[src/rtl/gripper_pkg.sv]
// Purpose: Shared constants, types and CRC arithmetic for the gripper command sequencer
// Assumes: Modbus RTU bytes arrive already deframed by a serial receiver outside
// Notes:   Register offsets are Modbus register numbers, not byte addresses
package gripper_pkg;

	////////////////////////////////////////////////////////////////////////////////////////
	// Frame fields
	localparam logic [7:0]  SLAVE_ADDR        = 8'h09;
	localparam logic [7:0]  FC_READ_HOLD      = 8'h03;
	localparam logic [7:0]  FC_PRESET_MULTI   = 8'h10;
	localparam logic [7:0]  READ_BYTE_COUNT   = 8'h02;
	localparam logic [7:0]  STATUS_RESERVED   = 8'h00;
	localparam logic [15:0] READ_QTY          = 16'h0001;
	localparam logic [15:0] WRITE_QTY_MAX     = 16'h0003;
	localparam logic [4:0]  MIN_FRAME_LEN     = 5'h04;
	localparam logic [4:0]  READ_FRAME_LEN    = 5'h08;
	localparam logic [4:0]  WRITE_HDR_LEN     = 5'h09;
	localparam logic [3:0]  WRITE_REPLY_LEN   = 4'h6;
	localparam logic [3:0]  READ_REPLY_LEN    = 4'h5;

	////////////////////////////////////////////////////////////////////////////////////////
	// Register map
	localparam logic [15:0] REG_MOTION        = 16'h03e8;
	localparam logic [15:0] REG_POSITION      = 16'h03e9;
	localparam logic [15:0] REG_SPEED_FORCE   = 16'h03ea;
	localparam logic [15:0] REG_STATUS        = 16'h07d0;
	localparam logic [15:0] WORD_RESET        = 16'h0000;

	// Action byte is the high byte of the motion command word
	localparam int          ACT_BIT           = 8;
	localparam int          GTO_BIT           = 11;

	////////////////////////////////////////////////////////////////////////////////////////
	// Activation state field
	localparam logic [1:0]  STA_IDLE          = 2'h0;
	localparam logic [1:0]  STA_BUSY          = 2'h1;
	localparam logic [1:0]  STA_DONE          = 2'h3;

	////////////////////////////////////////////////////////////////////////////////////////
	// Buffers and CRC
	localparam int          RX_DEPTH          = 16;
	localparam int          TX_DEPTH          = 8;
	localparam logic [15:0] CRC_INIT          = 16'hffff;
	localparam logic [15:0] CRC_POLY          = 16'ha001;
	localparam logic [15:0] CRC_RESIDUE       = 16'h0000;

	typedef enum logic [2:0] {
		ST_RX,
		ST_CHECK,
		ST_SEND,
		ST_CRC_WAIT,
		ST_CRC_LO,
		ST_CRC_HI
	} seq_state_t;

	// Reflected CRC-16 over one byte, low bit first
	function automatic logic [15:0] crc16_byte(input logic [15:0] crc, input logic [7:0] data);
		logic [15:0] c;
		c = crc ^ {8'h00, data};
		for (int i = 0; i < 8; i++) begin
			c = c[0] ? ((c >> 1) ^ CRC_POLY) : (c >> 1);
		end
		return c;
	endfunction

endpackage

[src/rtl/gripper_modbus_command_sequencer.sv]
// Purpose: Modbus RTU slave that takes gripper commands and reports activation state
// Assumes: rx_frame_end pulses once after the inter-frame silence, never before the last byte
// Notes:   Only function 3 on the status word and function 16 on the command words answer
`timescale 1ns/10ps
module gripper_modbus_command_sequencer
	import gripper_pkg::*;
(
	// Clock and reset
	input  wire logic        sys_clk,
	input  wire logic        rst,
	// Received bytes
	input  wire logic        rx_valid,
	input  wire logic [7:0]  rx_data,
	input  wire logic        rx_frame_end,
	// Transmitted bytes
	output logic      [7:0]  tx_data,
	output logic             tx_valid,
	input  wire logic        tx_ready,
	// Mechanism side
	input  wire logic        activation_complete,
	output logic             activate_request_bit,
	output logic             goto_request_bit,
	output logic      [7:0]  target_position_value,
	output logic      [7:0]  speed_value,
	output logic      [7:0]  force_value,
	output logic             frame_error
);

	seq_state_t  state_reg;
	logic [7:0]  rx_buf [RX_DEPTH];
	logic [7:0]  tx_buf [TX_DEPTH];
	logic [4:0]  rx_count_reg;
	logic        rx_overflow_reg;
	logic [3:0]  tx_len_reg;
	logic [3:0]  tx_idx_reg;
	logic [7:0]  tx_data_reg;
	logic        tx_valid_reg;
	logic        frame_error_reg;
	logic [15:0] motion_word_reg;
	logic [15:0] position_word_reg;
	logic [15:0] speed_force_reg;
	logic [1:0]  sta_reg;
	logic [15:0] rx_crc;
	logic [15:0] tx_crc;
	logic [15:0] start_addr;
	logic [15:0] quantity;
	logic [15:0] end_addr;
	logic        crc_ok;
	logic        addr_ok;
	logic        wr_ok;
	logic        rd_ok;
	logic [7:0]  status_byte;
	logic        tx_take;

	assign tx_take = tx_valid_reg && tx_ready;

	////////////////////////////////////////////////////////////////////////////////////////
	// CRC engines
	modbus_crc16 u_rx_crc (
		.sys_clk (sys_clk),
		.rst     (rst),
		.clear   (state_reg == ST_CHECK),
		.update  (state_reg == ST_RX && rx_valid),
		.data    (rx_data),
		.crc     (rx_crc)
	);

	modbus_crc16 u_tx_crc (
		.sys_clk (sys_clk),
		.rst     (rst),
		.clear   (state_reg == ST_CHECK),
		.update  (state_reg == ST_SEND && tx_take),
		.data    (tx_data_reg),
		.crc     (tx_crc)
	);

	////////////////////////////////////////////////////////////////////////////////////////
	// Request decode, looked at only in ST_CHECK
	always_comb begin
		start_addr = {rx_buf[2], rx_buf[3]};
		quantity   = {rx_buf[4], rx_buf[5]};
		end_addr   = 16'(start_addr + quantity);
		addr_ok    = rx_buf[0] == SLAVE_ADDR;
		crc_ok     = rx_crc == CRC_RESIDUE && !rx_overflow_reg
		             && rx_count_reg >= MIN_FRAME_LEN;
		wr_ok      = rx_buf[1] == FC_PRESET_MULTI && start_addr >= REG_MOTION
		             && quantity != 16'h0000 && quantity <= WRITE_QTY_MAX
		             && end_addr <= REG_MOTION + WRITE_QTY_MAX
		             && rx_buf[6] == {quantity[6:0], 1'b0}
		             && rx_count_reg == WRITE_HDR_LEN + {quantity[3:0], 1'b0};
		rd_ok      = rx_buf[1] == FC_READ_HOLD && start_addr == REG_STATUS
		             && quantity == READ_QTY && rx_count_reg == READ_FRAME_LEN;
	end

	// Status byte: object bits unused here, state field, go-to echo, activation echo
	assign status_byte = {2'b00, sta_reg, motion_word_reg[GTO_BIT], 2'b00,
	                      motion_word_reg[ACT_BIT]};

	////////////////////////////////////////////////////////////////////////////////////////
	// Sequencer
	always_ff @(posedge sys_clk or posedge rst) begin
		if (rst) begin
			state_reg <= ST_RX;
		end else begin
			unique case (state_reg)
				ST_RX: begin
					if (rx_frame_end) begin
						state_reg <= ST_CHECK;
					end
				end
				ST_CHECK: begin
					if (crc_ok && addr_ok && (wr_ok || rd_ok)) begin
						state_reg <= ST_SEND;
					end else begin
						state_reg <= ST_RX;
					end
				end
				ST_SEND: begin
					if (tx_take && tx_idx_reg == tx_len_reg) begin
						state_reg <= ST_CRC_WAIT;
					end
				end
				ST_CRC_WAIT: begin
					state_reg <= ST_CRC_LO;
				end
				ST_CRC_LO: begin
					if (tx_take) begin
						state_reg <= ST_CRC_HI;
					end
				end
				ST_CRC_HI: begin
					if (tx_take) begin
						state_reg <= ST_RX;
					end
				end
			endcase
		end
	end

	////////////////////////////////////////////////////////////////////////////////////////
	// Receive buffer; bytes during a reply are dropped since the master must wait anyway
	always_ff @(posedge sys_clk or posedge rst) begin
		if (rst) begin
			rx_count_reg    <= 5'h00;
			rx_overflow_reg <= 1'b0;
		end else if (state_reg == ST_CHECK) begin
			rx_count_reg    <= 5'h00;
			rx_overflow_reg <= 1'b0;
		end else if (state_reg == ST_RX && rx_valid) begin
			if (rx_count_reg < 5'(RX_DEPTH)) begin
				rx_count_reg <= rx_count_reg + 5'h01;
			end else begin
				rx_overflow_reg <= 1'b1;
			end
		end
	end

	always_ff @(posedge sys_clk) begin
		if (state_reg == ST_RX && rx_valid && rx_count_reg < 5'(RX_DEPTH)) begin
			rx_buf[rx_count_reg[3:0]] <= rx_data;
		end
	end

	// A frame that fails its CRC, length or overflow check is flagged for one cycle and otherwise ignored
	always_ff @(posedge sys_clk or posedge rst) begin
		if (rst) begin
			frame_error_reg <= 1'b0;
		end else begin
			frame_error_reg <= state_reg == ST_CHECK && !crc_ok;
		end
	end

	////////////////////////////////////////////////////////////////////////////////////////
	// Command words, written only by a checked write frame
	always_ff @(posedge sys_clk or posedge rst) begin
		if (rst) begin
			motion_word_reg   <= WORD_RESET;
			position_word_reg <= WORD_RESET;
			speed_force_reg   <= WORD_RESET;
		end else if (state_reg == ST_CHECK && crc_ok && addr_ok && wr_ok) begin
			for (int k = 0; k < 3; k++) begin
				if (start_addr + 16'(k) == REG_MOTION) begin
					motion_word_reg   <= {rx_buf[7 + 2 * k], rx_buf[8 + 2 * k]};
				end
				if (start_addr + 16'(k) == REG_POSITION && k < int'(quantity)) begin
					position_word_reg <= {rx_buf[7 + 2 * k], rx_buf[8 + 2 * k]};
				end
				if (start_addr + 16'(k) == REG_SPEED_FORCE && k < int'(quantity)) begin
					speed_force_reg   <= {rx_buf[7 + 2 * k], rx_buf[8 + 2 * k]};
				end
			end
		end
	end

	////////////////////////////////////////////////////////////////////////////////////////
	// Activation state: a fresh activate starts the run, clearing it drops back to idle
	always_ff @(posedge sys_clk or posedge rst) begin
		if (rst) begin
			sta_reg <= STA_IDLE;
		end else if (!motion_word_reg[ACT_BIT]) begin
			sta_reg <= STA_IDLE;
		end else if (sta_reg == STA_IDLE) begin
			sta_reg <= STA_BUSY;
		end else if (sta_reg == STA_BUSY && activation_complete) begin
			sta_reg <= STA_DONE;
		end
	end

	////////////////////////////////////////////////////////////////////////////////////////
	// Reply assembly
	always_ff @(posedge sys_clk or posedge rst) begin
		if (rst) begin
			tx_len_reg <= 4'h0;
		end else if (state_reg == ST_CHECK) begin
			tx_len_reg <= wr_ok ? WRITE_REPLY_LEN : READ_REPLY_LEN;
		end
	end

	always_ff @(posedge sys_clk) begin
		if (state_reg == ST_CHECK) begin
			tx_buf[0] <= SLAVE_ADDR;
			if (wr_ok) begin
				for (int i = 1; i < 6; i++) begin
					tx_buf[i] <= rx_buf[i];
				end
			end else begin
				tx_buf[1] <= FC_READ_HOLD;
				tx_buf[2] <= READ_BYTE_COUNT;
				tx_buf[3] <= status_byte;
				tx_buf[4] <= STATUS_RESERVED;
			end
		end
	end

	////////////////////////////////////////////////////////////////////////////////////////
	// Byte sender; the CRC gets an idle cycle so the engine has taken the last byte
	always_ff @(posedge sys_clk or posedge rst) begin
		if (rst) begin
			tx_data_reg  <= 8'h00;
			tx_valid_reg <= 1'b0;
			tx_idx_reg   <= 4'h0;
		end else begin
			unique case (state_reg)
				ST_CHECK: begin
					tx_idx_reg <= 4'h1;
					if (crc_ok && addr_ok && (wr_ok || rd_ok)) begin
						tx_data_reg  <= SLAVE_ADDR;
						tx_valid_reg <= 1'b1;
					end
				end
				ST_SEND: begin
					if (tx_take) begin
						if (tx_idx_reg == tx_len_reg) begin
							tx_valid_reg <= 1'b0;
						end else begin
							tx_data_reg <= tx_buf[tx_idx_reg[2:0]];
							tx_idx_reg  <= tx_idx_reg + 4'h1;
						end
					end
				end
				ST_CRC_WAIT: begin
					tx_data_reg  <= tx_crc[7:0];
					tx_valid_reg <= 1'b1;
				end
				ST_CRC_LO: begin
					if (tx_take) begin
						tx_data_reg <= tx_crc[15:8];
					end
				end
				ST_CRC_HI: begin
					if (tx_take) begin
						tx_valid_reg <= 1'b0;
					end
				end
				default: begin
					tx_valid_reg <= 1'b0;
				end
			endcase
		end
	end

	assign tx_data               = tx_data_reg;
	assign tx_valid              = tx_valid_reg;
	assign frame_error           = frame_error_reg;
	assign activate_request_bit  = motion_word_reg[ACT_BIT];
	assign goto_request_bit      = motion_word_reg[GTO_BIT];
	assign target_position_value = position_word_reg[7:0];
	assign speed_value           = speed_force_reg[15:8];
	assign force_value           = speed_force_reg[7:0];
endmodule

[src/rtl/modbus_crc16.sv]
// Purpose: Running Modbus CRC-16 over a byte stream
// Assumes: clear and update never asserted together by the caller
// Notes:   Feeding a whole frame including its CRC leaves the residue zero
`timescale 1ns/10ps
module modbus_crc16
	import gripper_pkg::*;
(
	// Clock and reset
	input  wire logic        sys_clk,
	input  wire logic        rst,
	// Stream
	input  wire logic        clear,
	input  wire logic        update,
	input  wire logic [7:0]  data,
	output logic      [15:0] crc
);

	always_ff @(posedge sys_clk or posedge rst) begin
		if (rst) begin
			crc <= CRC_INIT;
		end else if (clear) begin
			crc <= CRC_INIT;
		end else if (update) begin
			crc <= crc16_byte(crc, data);
		end
	end

endmodule

[config.mk]
export PLATFORM = sky130hd
export DESIGN_NAME = gripper_modbus_command_sequencer
export DESIGN_NICKNAME = d
export VERILOG_FILES = /design/src/rtl/gripper_pkg.sv /design/src/rtl/gripper_modbus_command_sequencer.sv /design/src/rtl/modbus_crc16.sv
export SDC_FILE = /design/constraint.sdc
export NUM_CORES = 1
export LEC_CHECK = 0
export ABC_AREA = 1
export BUFFER_PORTS_ARGS = -buffer_cell sky130_fd_sc_hd__buf_2
export CAP_MARGIN = 20
export CORE_UTILIZATION = 50
export DETAILED_ROUTE_END_ITERATION = 12
export PLACE_DENSITY_LB_ADDON = 0.3
export SLEW_MARGIN = 20
export SYNTH_ARGS = -nofsm -noshare
export SYNTH_HDL_FRONTEND = slang
export SYNTH_SLANG_ARGS = --single-unit
[constraint.sdc]
create_clock -name sys_clk -period 2.7 [get_ports sys_clk]
set_input_delay 0.54 -clock sys_clk [delete_from_list [all_inputs] [get_ports sys_clk]]
set_output_delay 0.54 -clock sys_clk [all_outputs]
set_load 0.02 [all_outputs]
==> results.py, run 1 <==
metrics = {
    "timing": {
        "relSlewSlack": 0.537,
        "fin_crit_ns": 2.72,
        "final.setup.worst_slack_ns": -0.0202,
        "setup_viol": 2,
        "rsz0062_at_grt": "yes",
        "worstMarginPinSlew_ns": 0.677,
        "timing.fmax_mhz": 368,
        "hold_viol_final": 0,
        "report.final.slew_viol_count": 0,
        "fin_skew_ns": 0.0330,
        "final.period_utilization": 1.01,
    },
    "floorplanning": {
        "ioPinCount": 50,
        "initial_utilization": 0.515,
        "core_area_um2": 24600,
        "row_count": 57,
        "die_h_um": 161,
        "die-area_um2": 26000,
        "dieWidth_um": 161,
    },
    "logic_synthesis": {
        "ys_types": 56,
        "syn_area_per_cell_um2": 8.13,
        "synthAdderAreaFrac": 0.0233,
        "async_flop_share": 0.374,
        "synth_top_family_by_area": "simple AND/OR/NAND/NOR gates",
        "synth_mux_area_frac": 0,
        "synth_enable_flop_cells": 116,
        "synth_seq_cells": 230,
        "syn_area_um2": 12700,
        "ys_warn_count": 0,
        "syn_inst": 1560,
        "synth_top_flop_cell": "edfxtp_1",
        "synth-compound-area-share": 0.0707,
        "synthSimpleGateAreaFrac": 0.280,
        "synthXorXnorAreaFrac": 0.0394,
        "seq_area_frac_synth": 0.492,
        "syn_nets": 1597,
    },
    "power_and_ir_drop": {
        "p_clk_frac": 0.484,
        "seqPwrFrac": 0.498,
        "leakage_nw": 7.47,
        "internal-power_mw": 5.85,
        "ir_drop_uv": 486,
        "power.switching_mw": 1.54,
        "power_mw": 7.39,
        "power_density_nw_per_um2": 480,
        "combPwrFrac": 0.018,
        "swShare": 0.208,
    },
    "clocking": {
        "clk_pin_slew_ns": 0.07,
        "cts_buffers": 26,
        "ctsRootBufferMaster": "clkbuf_16",
        "cts_buffer_depth": 3,
        "clock_sinks": 230,
        "h-tree-depth": 1,
        "insertion_delay_ns": 0.55,
        "tritoncts": "done",
    },
    "routing": {
        "drt-pass1-iter-count": 6,
        "vias": 10900,
        "drc": 0,
        "wire_per_inst_um": 17.0,
        "wirelength_mm": 35.0,
        "viasPerCell": 5.30,
        "drt_iter0_drc": 1010,
        "antenna_left": 0,
    },
    "outcome": {
        "violations": "negative setup slack",
        "status": "complete, but fails checks",
    },
    "job": {
        "max-cap-violations": 0,
    },
    "finish": {
        "num-fill-cells": 2112,
        "largest_reg_flops": 104,
        "final_common_cell": "nand2_1",
        "antenna_cells": 0,
        "final_cell_mix": "455 x nand2_1, 252 x inv_1, 116 x edfxtp_1",
        "final-seq-area_um2": 6240,
        "drive_above_1_share": 0.206,
        "layout.nets": 1751,
        "final_area_um2": 15400,
        "syn2layout_area_growth_pct": 21.5,
        "multi_input_area_um2": 5640,
    },
    "setup_path": {
        "cp-start-kind": "register",
        "crit_type": "reg2reg",
        "critPathMaxFanout": 7,
        "end_kind": "register",
        "worstPathRequired_ns": 3.11,
        "arrival_ns": 3.13,
    },
    "placement": {
        "place_area_um2": 13900,
        "portBuffers": 49,
        "dp_hpwl_mm": 24.6,
        "routabilityCongestion": 0.946,
    },
    "global_routing": {
        "overflow": 0,
        "grt_pass1_wl_mm": 55.5,
        "grt_max_degree": 87,
        "grt_antenna_before_repair": 1,
        "grt_usage": 0.271,
        "grt_pass1_vias": 10700,
    },
    "min_path": {
        "min-delay-path-class": "in2async",
    },
}
==> through the flow <==
| step | hold slack (ns) | setup TNS [ns] | worst slack (ns) | instances | utilization |
|---|---|---|---|---|---|
| after global routing | 0.173 | -3.51 | -0.152 | 2058 | 0.626 |
| final | 0.137 | -0.0206 | -0.0202 | 2058 | 0.626 |
| after global placement | 0.421 | -0.0613 | -0.0101 | 1986 | 0.564 |
| after floorplan | 0.408 | 0 | 0.0639 | 1560 | - |
| after CTS | 0.144 | 0 | 0.00628 | 2041 | 0.609 |
| after detailed placement | 0.423 | -1.81 | -0.0874 | 1986 | 0.564 |
==> routing by layer <==
layer  share of wire  global-route usage
met2            0.47               0.450
met3           0.066              0.0372
met5               0                   0
met4           0.030              0.0875
met1            0.43               0.366
==> worst max-delay path, cell delays in order, from the launching register on <==
cell and delay (ns):
edfxtp_1 0.43, buf_4 0.18, ha_4 0.27, buf_6 0.11
nand2_1 0.05, nor2_1 0.14, nand3_2 0.12, nand4_1 0.11
nand2_1 0.07, inv_1 0.08, nand2_2 0.06, nor2_4 0.14
nand4_4 0.12, nor2_4 0.18, buf_12 0.15, clkbuf_16 0.15
nand3_2 0.06, nand2_1 0.08, inv_1 0.05
==> area by class of cell <==
class / count / area share
timing repair buffer: 156 / 0.0793
sequential: 230 / 0.405
tap: 324 / 0.0263
multi-input combinational: 1032 / 0.366
inverter: 268 / 0.0661
clock inverter: 12 / 0.00901
clock buffer: 36 / 0.0486
==> synth_stat cells (5+ instances only) <==
cell        n  area, um^2
nand4_1    13        81.3
inv_1     261         980
buf_2       6        30.0
edfxtp_1  116        3480
nand3_1   114         571
nand2_2     9        56.3
o221ai_1    5        43.8
nor2_2      8        50.1
ha_1       22         275
a21oi_1    45         225
nand3b_1   11        82.6
dfstp_2    32         841
nor3_1     19        95.1
nand2_1   475        1780
nor2_1    100         375
nand2_4     5        56.3
o21ai_0    63         315
clkbuf_1   16        60.1
xnor2_1    29         254
dfrtp_1    54        1350
o22ai_1    15        93.8
xor2_1     28         245
dfxtp_1    28         561
nor2_4     10         113
nor4_1      9        56.3
buf_6       8        90.1
==> what timing repair did <==
item | in CTS | in global routing
buffers inserted | 5 | 14
endpoints found under the setup margin | 43 | 50
cloned | 2 | 6
hold buffers | 0 | 0
resized for setup | 25 | 66
pin swaps | 11 | 33
endpoints found under the hold margin | 0 | 0
==> power by group through the flow <==
stage	registers [mW]	clock network, mW	logic, mW
6_report	3.68	3.58	0.131
5_1_grt	3.68	3.77	0.143
4_1_cts	3.68	3.62	0.132
3_5_place_dp	3.75	0	0.131
3_3_place_gp	3.75	0	0.129
2_1_floorplan	3.75	0	0.0561
==> kinds of logic after synthesis <==
family                   Yosys count
AND/OR/NAND/NOR                  795
buffers and inverters            300
flip-flops                       230
AO/OA/AOI/OAI                    155
XOR/XNOR                          57
adder cells (fa/ha/maj)           23
==> final timing paths <==
check / to / slack [ns] / depth (start not counted) / from
worst max-delay path: speed_force_reg[11] / -0.02 / 18 / rx_buf[5][2]
worst min-delay path: speed_force_reg[14] / 0.14 / 3 / rst
worst max register to register: speed_force_reg[11] / -0.02 / 18 / rx_buf[5][2]
worst min register to register: tx_buf[4][1] / 0.44 / 2 / tx_buf[4][1]
max in group asynchronous: u_rx_crc.crc[7] / 2.19 / 3 / rst
min in group sys_clk: sta_reg[1] / 0.31 / 3 / activation_complete
(Power assumes the default switching activity.)
==> run 2, diff against run 1 <==
Settings changed: CTS_BUF_LIST set to sky130_fd_sc_hd__clkbuf_4.
==> run 2 against run 1 <==
  * The flow now finishes without violations
  * Clock skew rose by 0.030 ns
  * Via count rose by 1.2%
  * Register-to-register slack improved by 0.04 ns
  * Critical path depth did not move
  * Count of clock-buffer cells in the layout rose by 52
  * Global-route usage barely moved
  * Hold slack improved by 0.022 ns
  * Fmax rose by 1.4%
  * Worst setup slack improved by 0.037 ns
  * Largest power group unchanged
  * Critical endpoint is now position_word_reg[3]
  * Clock power fell by 18%
==> results.py, run 2 (same netlist as run 1, synthesis figures left out) <==
metrics = {
    "outcome": {
        "status": "finished, final reports clean",
    },
    "finish": {
        "final_cell_mix": "463 x nand2_1, 256 x inv_1, 116 x edfxtp_1",
        "syn2layout_area_growth_pct": 18.3,
        "layout.nets": 1775,
        "final_common_cell": "nand2_1",
        "final_cells": 2112,
        "num-fill-cells": 2223,
        "drive_above_1_share": 0.204,
        "utilization": 0.610,
        "largest_reg_flops": 104,
    },
    "setup_path": {
        "rr_endpoint": "position_word_reg[3]",
        "cp-start-kind": "register",
        "crit_slowest_cell": "edfxtp_1",
        "cp-startpoint": "rx_buf[5][2]",
        "arrival_ns": 3.31,
        "worst-path-buf-inv": 5,
        "crit_type": "reg2reg",
        "end_kind": "register",
        "reg2reg_slack_ns": 0.02,
        "path_cells": "ha_4 > buf_6 > nand2_1 > nor2_1 > nand3_1 > nand4_1 > nand2_1 > inv_1 > nand2_2 > nor2_4 > nand4_4 > nor2_4 > buf_12 > buf_12 > nand2_4 > nand2_1 > nand2_1 > inv_1",
        "critPathTopFamily": "simple AND/OR/NAND/NOR gates",
        "reg2reg_from": "rx_buf[5][2]",
        "critPathMaxFanout": 8,
        "cpMostUsedCell": "nand2_1",
        "rr_worst_depth": 18,
        "slowest_delay_ns": 0.51,
        "worstPathRequired_ns": 3.32,
    },
    "routing": {
        "drt_iter0_drc": 939,
        "drc": 0,
        "antenna_left": 0,
        "wirelength_mm": 34.5,
        "drt-pass1-iter-count": 7,
        "viasPerCell": 5.23,
        "wire_per_inst_um": 16.4,
        "vias": 11000,
    },
    "timing": {
        "setup_viol": 0,
        "fin_skew_ns": 0.0626,
        "worstMarginPinSlew_ns": 0.675,
        "relSlewSlack": 0.538,
        "report.final.slew_viol_count": 0,
        "rsz0062_at_grt": "yes",
        "final.period_utilization": 0.994,
        "fin_crit_ns": 2.68,
        "hold_viol_final": 0,
        "timing.fmax_mhz": 373,
    },
    "clocking": {
        "ctsRootBufferMaster": "clkbuf_4",
        "insertion_delay_ns": 0.71,
        "cts_buffer_depth": 3,
        "clock_sinks": 230,
        "clk_pin_slew_ns": 0.07,
        "cts_buffers": 58,
        "h-tree-depth": 2,
        "tritoncts": "done",
    },
    "power_and_ir_drop": {
        "ir_drop_uv": 447,
        "power_density_nw_per_um2": 449,
        "leakage_nw": 7.44,
    },
    "floorplanning": {
        "ioPinCount": 50,
        "die_h_um": 161,
        "row_count": 57,
        "initial_utilization": 0.515,
        "core_area_um2": 24600,
        "dieWidth_um": 161,
        "die-area_um2": 26000,
    },
    "placement": {
        "portBuffers": 49,
        "routabilityCongestion": 0.946,
        "dp_hpwl_mm": 24.6,
        "dp.cells": 1986,
    },
    "min_path": {
        "holdPathEnd": "sta_reg[1]",
        "min-delay-path-class": "in2reg",
        "hold_start": "activation_complete",
        "hold_depth": 3,
    },
    "global_routing": {
        "overflow": 0,
        "grt_pass1_vias": 11000,
        "grt_usage": 0.270,
        "grt_antenna_before_repair": 2,
        "grt_pass1_wl_mm": 55.4,
        "grt_max_degree": 87,
    },
    "job": {
        "max-cap-violations": 0,
    },
}
## run 2: cell types whose count changed in the layout (fill, tap and decap cells not counted), moves of 4 or more
cell / previous run / this run
clkbuf_16: 29 / 2
nand3_1: 93 / 112
buf_4: 91 / 85
clkbuf_8: 6 / 0
clkbuf_4: 0 / 88
clkinv_1: 4 / 19
nand2_1: 455 / 463
nand3_2: 23 / 6
clkbuf_1: 4 / 0
inv_1: 252 / 256
## run 2: worst max-delay path by stage
stage / slack (ns) / endpoint / depth (start not counted)
2_1_floorplan: 0.06 / speed_force_reg[0] / 21
4_1_cts: -0.02 / speed_force_reg[11] / 18
6_report: 0.02 / position_word_reg[3] / 18
3_5_place_dp: -0.09 / speed_force_reg[11] / 19
5_1_grt: -0.17 / speed_force_reg[11] / 22
3_3_place_gp: -0.01 / tx_data[0] / 16
## run 2: layout make-up
class	count	area [um^2]	share of cell area
well taps	324	405	0.0270
flip-flops and latches	230	6240	0.416
clock inverters	21	91.3	0.00609
repair buffers	149	1170	0.0781
diodes	1	2.50	0.000167
multi-input cells	1031	5420	0.361
clock buffers	88	661	0.0440
inverters	268	1020	0.0679
## run 2: through the flow
stage / power (mW) / hold slack, ns / setup TNS [ns] / setup WS [ns] / instance area [um^2]
finish: 6.74 / 0.159 / 0 / 0.0170 / 15000
global route: 6.99 / 0.141 / -4.52 / -0.170 / 15000
CTS: 6.80 / 0.124 / -0.0460 / -0.0214 / 14800
detailed placement: 3.88 / 0.423 / -1.81 / -0.0874 / 13900
global placement: 3.88 / 0.421 / -0.0613 / -0.0101 / 13900
floorplan: 3.81 / 0.408 / 0 / 0.0639 / 12700
## run 2: worst reg2reg max path: stages, from the launching register on
cell	delay, ns
edfxtp_1	0.51
ha_4	0.33
buf_6	0.12
nand2_1	0.05
nor2_1	0.10
nand3_1	0.15
nand4_1	0.12
nand2_1	0.08
inv_1	0.08
nand2_2	0.06
nor2_4	0.13
nand4_4	0.12
nor2_4	0.16
buf_12	0.15
buf_12	0.15
nand2_4	0.10
nand2_1	0.08
nand2_1	0.05
inv_1	0.05
## run 2: what timing repair did
| action | in CTS | in global routing |
|---|---|---|
| hold buffers | 1 | 0 |
| gates resized for setup | 19 | 27 |
| pin swaps | 5 | 8 |
| gates cloned | 2 | 3 |
| setup endpoints to repair | 47 | 53 |
| endpoints found under the hold margin | 53 | 0 |
| setup buffers | 2 | 9 |
## run 2: layer usage
layer / share of wire / GRT usage / wire length (um)
met1: 0.43 / 0.358 / 14800
met4: 0.028 / 0.0973 / 954
met3: 0.074 / 0.0449 / 2570
met2: 0.47 / 0.447 / 16200
met5: 0 / 0 / 0
## run 2: report_power, final
part / leakage (nW) / internal, mW / total (mW) / switching (mW)
sequential: 2.31 / 3.68 / 3.68 / 0
combinational: 4.68 / 0.0347 / 0.131 / 0.0965
clock: 0.449 / 1.50 / 2.93 / 1.44
total: 7.44 / 5.21 / 6.74 / 1.53
==> run 3, diff against run 2 <==
Settings changed: ABC_AREA 1 to 0.
==> run 3 against run 2 <==
  * Utilization increased by 3.4 points
  * Hold slack got worse by 0.012 ns
  * Total power increased by 21%
  * Worst setup slack got worse by 0.50 ns
  * Clock skew decreased by 0.0071 ns
  * Largest power group unchanged
  * Via count decreased by 19%
  * Die area decreased by 9.8%
  * The run now ends with negative setup slack left
  * Count of clock-buffer cells in the layout increased by 5
  * Register-to-register slack got worse by 0.50 ns
==> results.py, run 3 <==
metrics = {
    "timing": {
        "setup_viol": 65,
        "rsz0062_at_grt": "yes",
        "worstMarginPinSlew_ns": 0.624,
        "whs_ns": 0.147,
        "fin_skew_ns": 0.0555,
        "timing.fmax_mhz": 314,
        "final.period_utilization": 1.18,
        "fin_crit_ns": 3.19,
        "hold_viol_final": 0,
        "report.final.slew_viol_count": 0,
        "relSlewSlack": 0.582,
        "final.setup.worst_slack_ns": -0.487,
    },
    "logic_synthesis": {
        "syn_area_per_cell_um2": 11.2,
        "yosysMostFrequentCell": "edfxtp_1",
        "synth_mux_area_frac": 0.0724,
        "ys_types": 83,
        "synthAdderAreaFrac": 0.0259,
        "synthTopCellsByArea": "edfxtp_1 31%, dfrtp_1 12%, dfstp_2 7.4%",
        "synth_top_flop_cell": "edfxtp_1",
        "syn_nets": 1054,
        "seq_area_frac_synth": 0.546,
        "synthXorXnorAreaFrac": 0.0499,
        "ys_warn_count": 0,
        "yosysTopAreaCell": "edfxtp_1",
        "syn_area_um2": 11400,
        "syn_inst": 1017,
        "synthTopCellsByCount": "116 x edfxtp_1, 82 x nor2_1, 75 x a21oi_1",
        "synth_top_family_by_area": "simple AND/OR/NAND/NOR gates",
        "synth_top_area_frac": 0.305,
        "synth_seq_cells": 230,
        "async_flop_share": 0.374,
        "synth_enable_flop_cells": 116,
        "synth-compound-area-share": 0.131,
        "synthSimpleGateAreaFrac": 0.141,
    },
    "floorplanning": {
        "core_area_um2": 22100,
        "ioPinCount": 50,
        "row_count": 54,
        "dieWidth_um": 153,
        "die_h_um": 153,
        "initial_utilization": 0.517,
        "die-area_um2": 23400,
    },
    "power_and_ir_drop": {
        "swShare": 0.270,
        "power_mw": 8.18,
        "power_density_nw_per_um2": 575,
        "ir_drop_uv": 756,
        "leakage_nw": 5.98,
        "p_clk_frac": 0.370,
        "combPwrFrac": 0.138,
        "seqPwrFrac": 0.492,
        "power.switching_mw": 2.20,
        "internal-power_mw": 5.97,
    },
    "job": {
        "max-cap-violations": 0,
    },
    "clocking": {
        "cts_buffers": 58,
        "clk_pin_slew_ns": 0.07,
        "cts_buffer_depth": 3,
        "tritoncts": "done",
        "insertion_delay_ns": 0.71,
        "h-tree-depth": 2,
        "clock_sinks": 230,
        "ctsRootBufferMaster": "clkbuf_4",
    },
    "placement": {
        "dp_hpwl_mm": 19.9,
        "place_area_um2": 13000,
        "routabilityCongestion": 0.925,
        "portBuffers": 49,
        "dp_slack_ns": -0.652,
    },
    "routing": {
        "drt-pass1-iter-count": 5,
        "drt_iter0_drc": 740,
        "wirelength_mm": 29.5,
        "vias": 8980,
        "antenna_left": 0,
        "viasPerCell": 5.76,
        "drc": 0,
        "wire_per_inst_um": 18.9,
    },
    "finish": {
        "utilization": 0.644,
        "final_cell_mix": "150 x buf_4, 116 x edfxtp_1, 93 x clkbuf_4",
        "layout.nets": 1267,
        "largest_reg_flops": 104,
        "drive_above_1_share": 0.334,
        "final_common_cell": "buf_4",
        "final_area_um2": 14200,
        "antenna_cells": 0,
        "syn2layout_area_growth_pct": 24.6,
    },
    "global_routing": {
        "overflow": 0,
        "grt_usage": 0.257,
        "grt_antenna_before_repair": 0,
        "grt_pass1_wl_mm": 47.6,
        "grt_pass1_vias": 9029,
        "grt_max_degree": 87,
    },
    "setup_path": {
        "end_kind": "register",
        "worstPathRequired_ns": 3.29,
        "crit_type": "reg2reg",
        "rr_worst_depth": 10,
        "arrival_ns": 3.78,
        "cp-start-kind": "register",
        "critPathMaxFanout": 14,
    },
    "min_path": {
        "min-delay-path-class": "in2reg",
        "hold_depth": 3,
    },
    "outcome": {
        "status": "complete, but fails checks",
        "violations": "negative setup slack",
    },
}
run 3: cell types whose count changed in the layout (fill, tap and decap cells not counted), moves of 16 or more:
cell,previous run,this run
mux2i_1,0,41
nand3_1,112,15
buf_4,85,150
inv_1,256,27
a21oi_1,44,70
nand2_2,20,3
a22o_1,0,16
o21ai_0,63,30
mux2_4,0,18
nand2_1,463,58
and2_1,2,27
run 3: worst paths after layout:
path	start	endpoint	slack [ns]
worst max-delay path	rx_buf[4][0]	speed_force_reg[7]	-0.49
worst min-delay path	activation_complete	sta_reg[1]	0.15
worst max register to register	rx_buf[4][0]	speed_force_reg[7]	-0.49
worst min register to register	tx_buf[1][3]	tx_buf[1][3]	0.46
max in group asynchronous	rst	u_rx_crc.crc[15]	1.78
min in group asynchronous	rst	tx_idx_reg[3]	0.51
run 3: critical path, stage by stage (launching register included):
cell,delay (ns)
edfxtp_1,0.39
ha_1,0.33
a2111o_1,0.41
a2111oi_2,0.40
nor3_2,0.09
a41o_1,0.22
and4bb_2,0.36
and2_4,0.18
and3_4,0.20
buf_12,0.15
mux2_1,0.33
run 3: what timing repair did:
item | in CTS | in global routing
setup buffers | 13 | 2
gates cloned | 2 | 0
pin swaps | 22 | 20
gates resized for setup | 38 | 18
hold buffers | 1 | 0
hold endpoints to repair | 53 | 0
endpoints found under the setup margin | 65 | 65
run 3: logic make-up after synthesis:
| logic type | Yosys count |
|---|---|
| flip-flops | 230 |
| adder cells (fa/ha/maj) | 23 |
| buffers and inverters | 91 |
| AO/OA/AOI/OAI | 223 |
| XOR/XNOR | 65 |
| AND/OR/NAND/NOR | 307 |
| multiplexers | 78 |
run 3: per-layer routing:
metal	vias to the layer above	GRT usage	part of all wire
met5	-	0	0
met4	0	0.0871	0.027
met3	72	0.0422	0.049
met2	272	0.432	0.49
met1	4406	0.338	0.44
li1	4230	-	-
run 3: final cells by class:
type | count | area [um^2]
clock buffer | 93 | 698
clock inverter | 17 | 86.3
fill | 1709 | 7870
inverter | 31 | 120
multi-input combinational | 696 | 5140
sequential | 230 | 6240
tap | 280 | 350
timing repair buffer | 213 | 1600
run 3: through the flow:
step / std cells / setup TNS [ns]
2_1_floorplan: 1017 / -18.56
5_1_grt: 1560 / -29.74
3_3_place_gp: 1434 / -22.11
3_5_place_dp: 1434 / -27.30
4_1_cts: 1559 / -25.12
6_report: 1560 / -21.88
run 3: power by group through the flow:
stage	Sequential [mW]	Combinational (mW)	Clock (mW)
floorplan	4.09	0.787	0
global placement	4.09	1.08	0
detailed placement	4.09	1.10	0
CTS	4.02	1.12	3.09
global route	4.04	1.24	3.29
finish	4.03	1.13	3.02
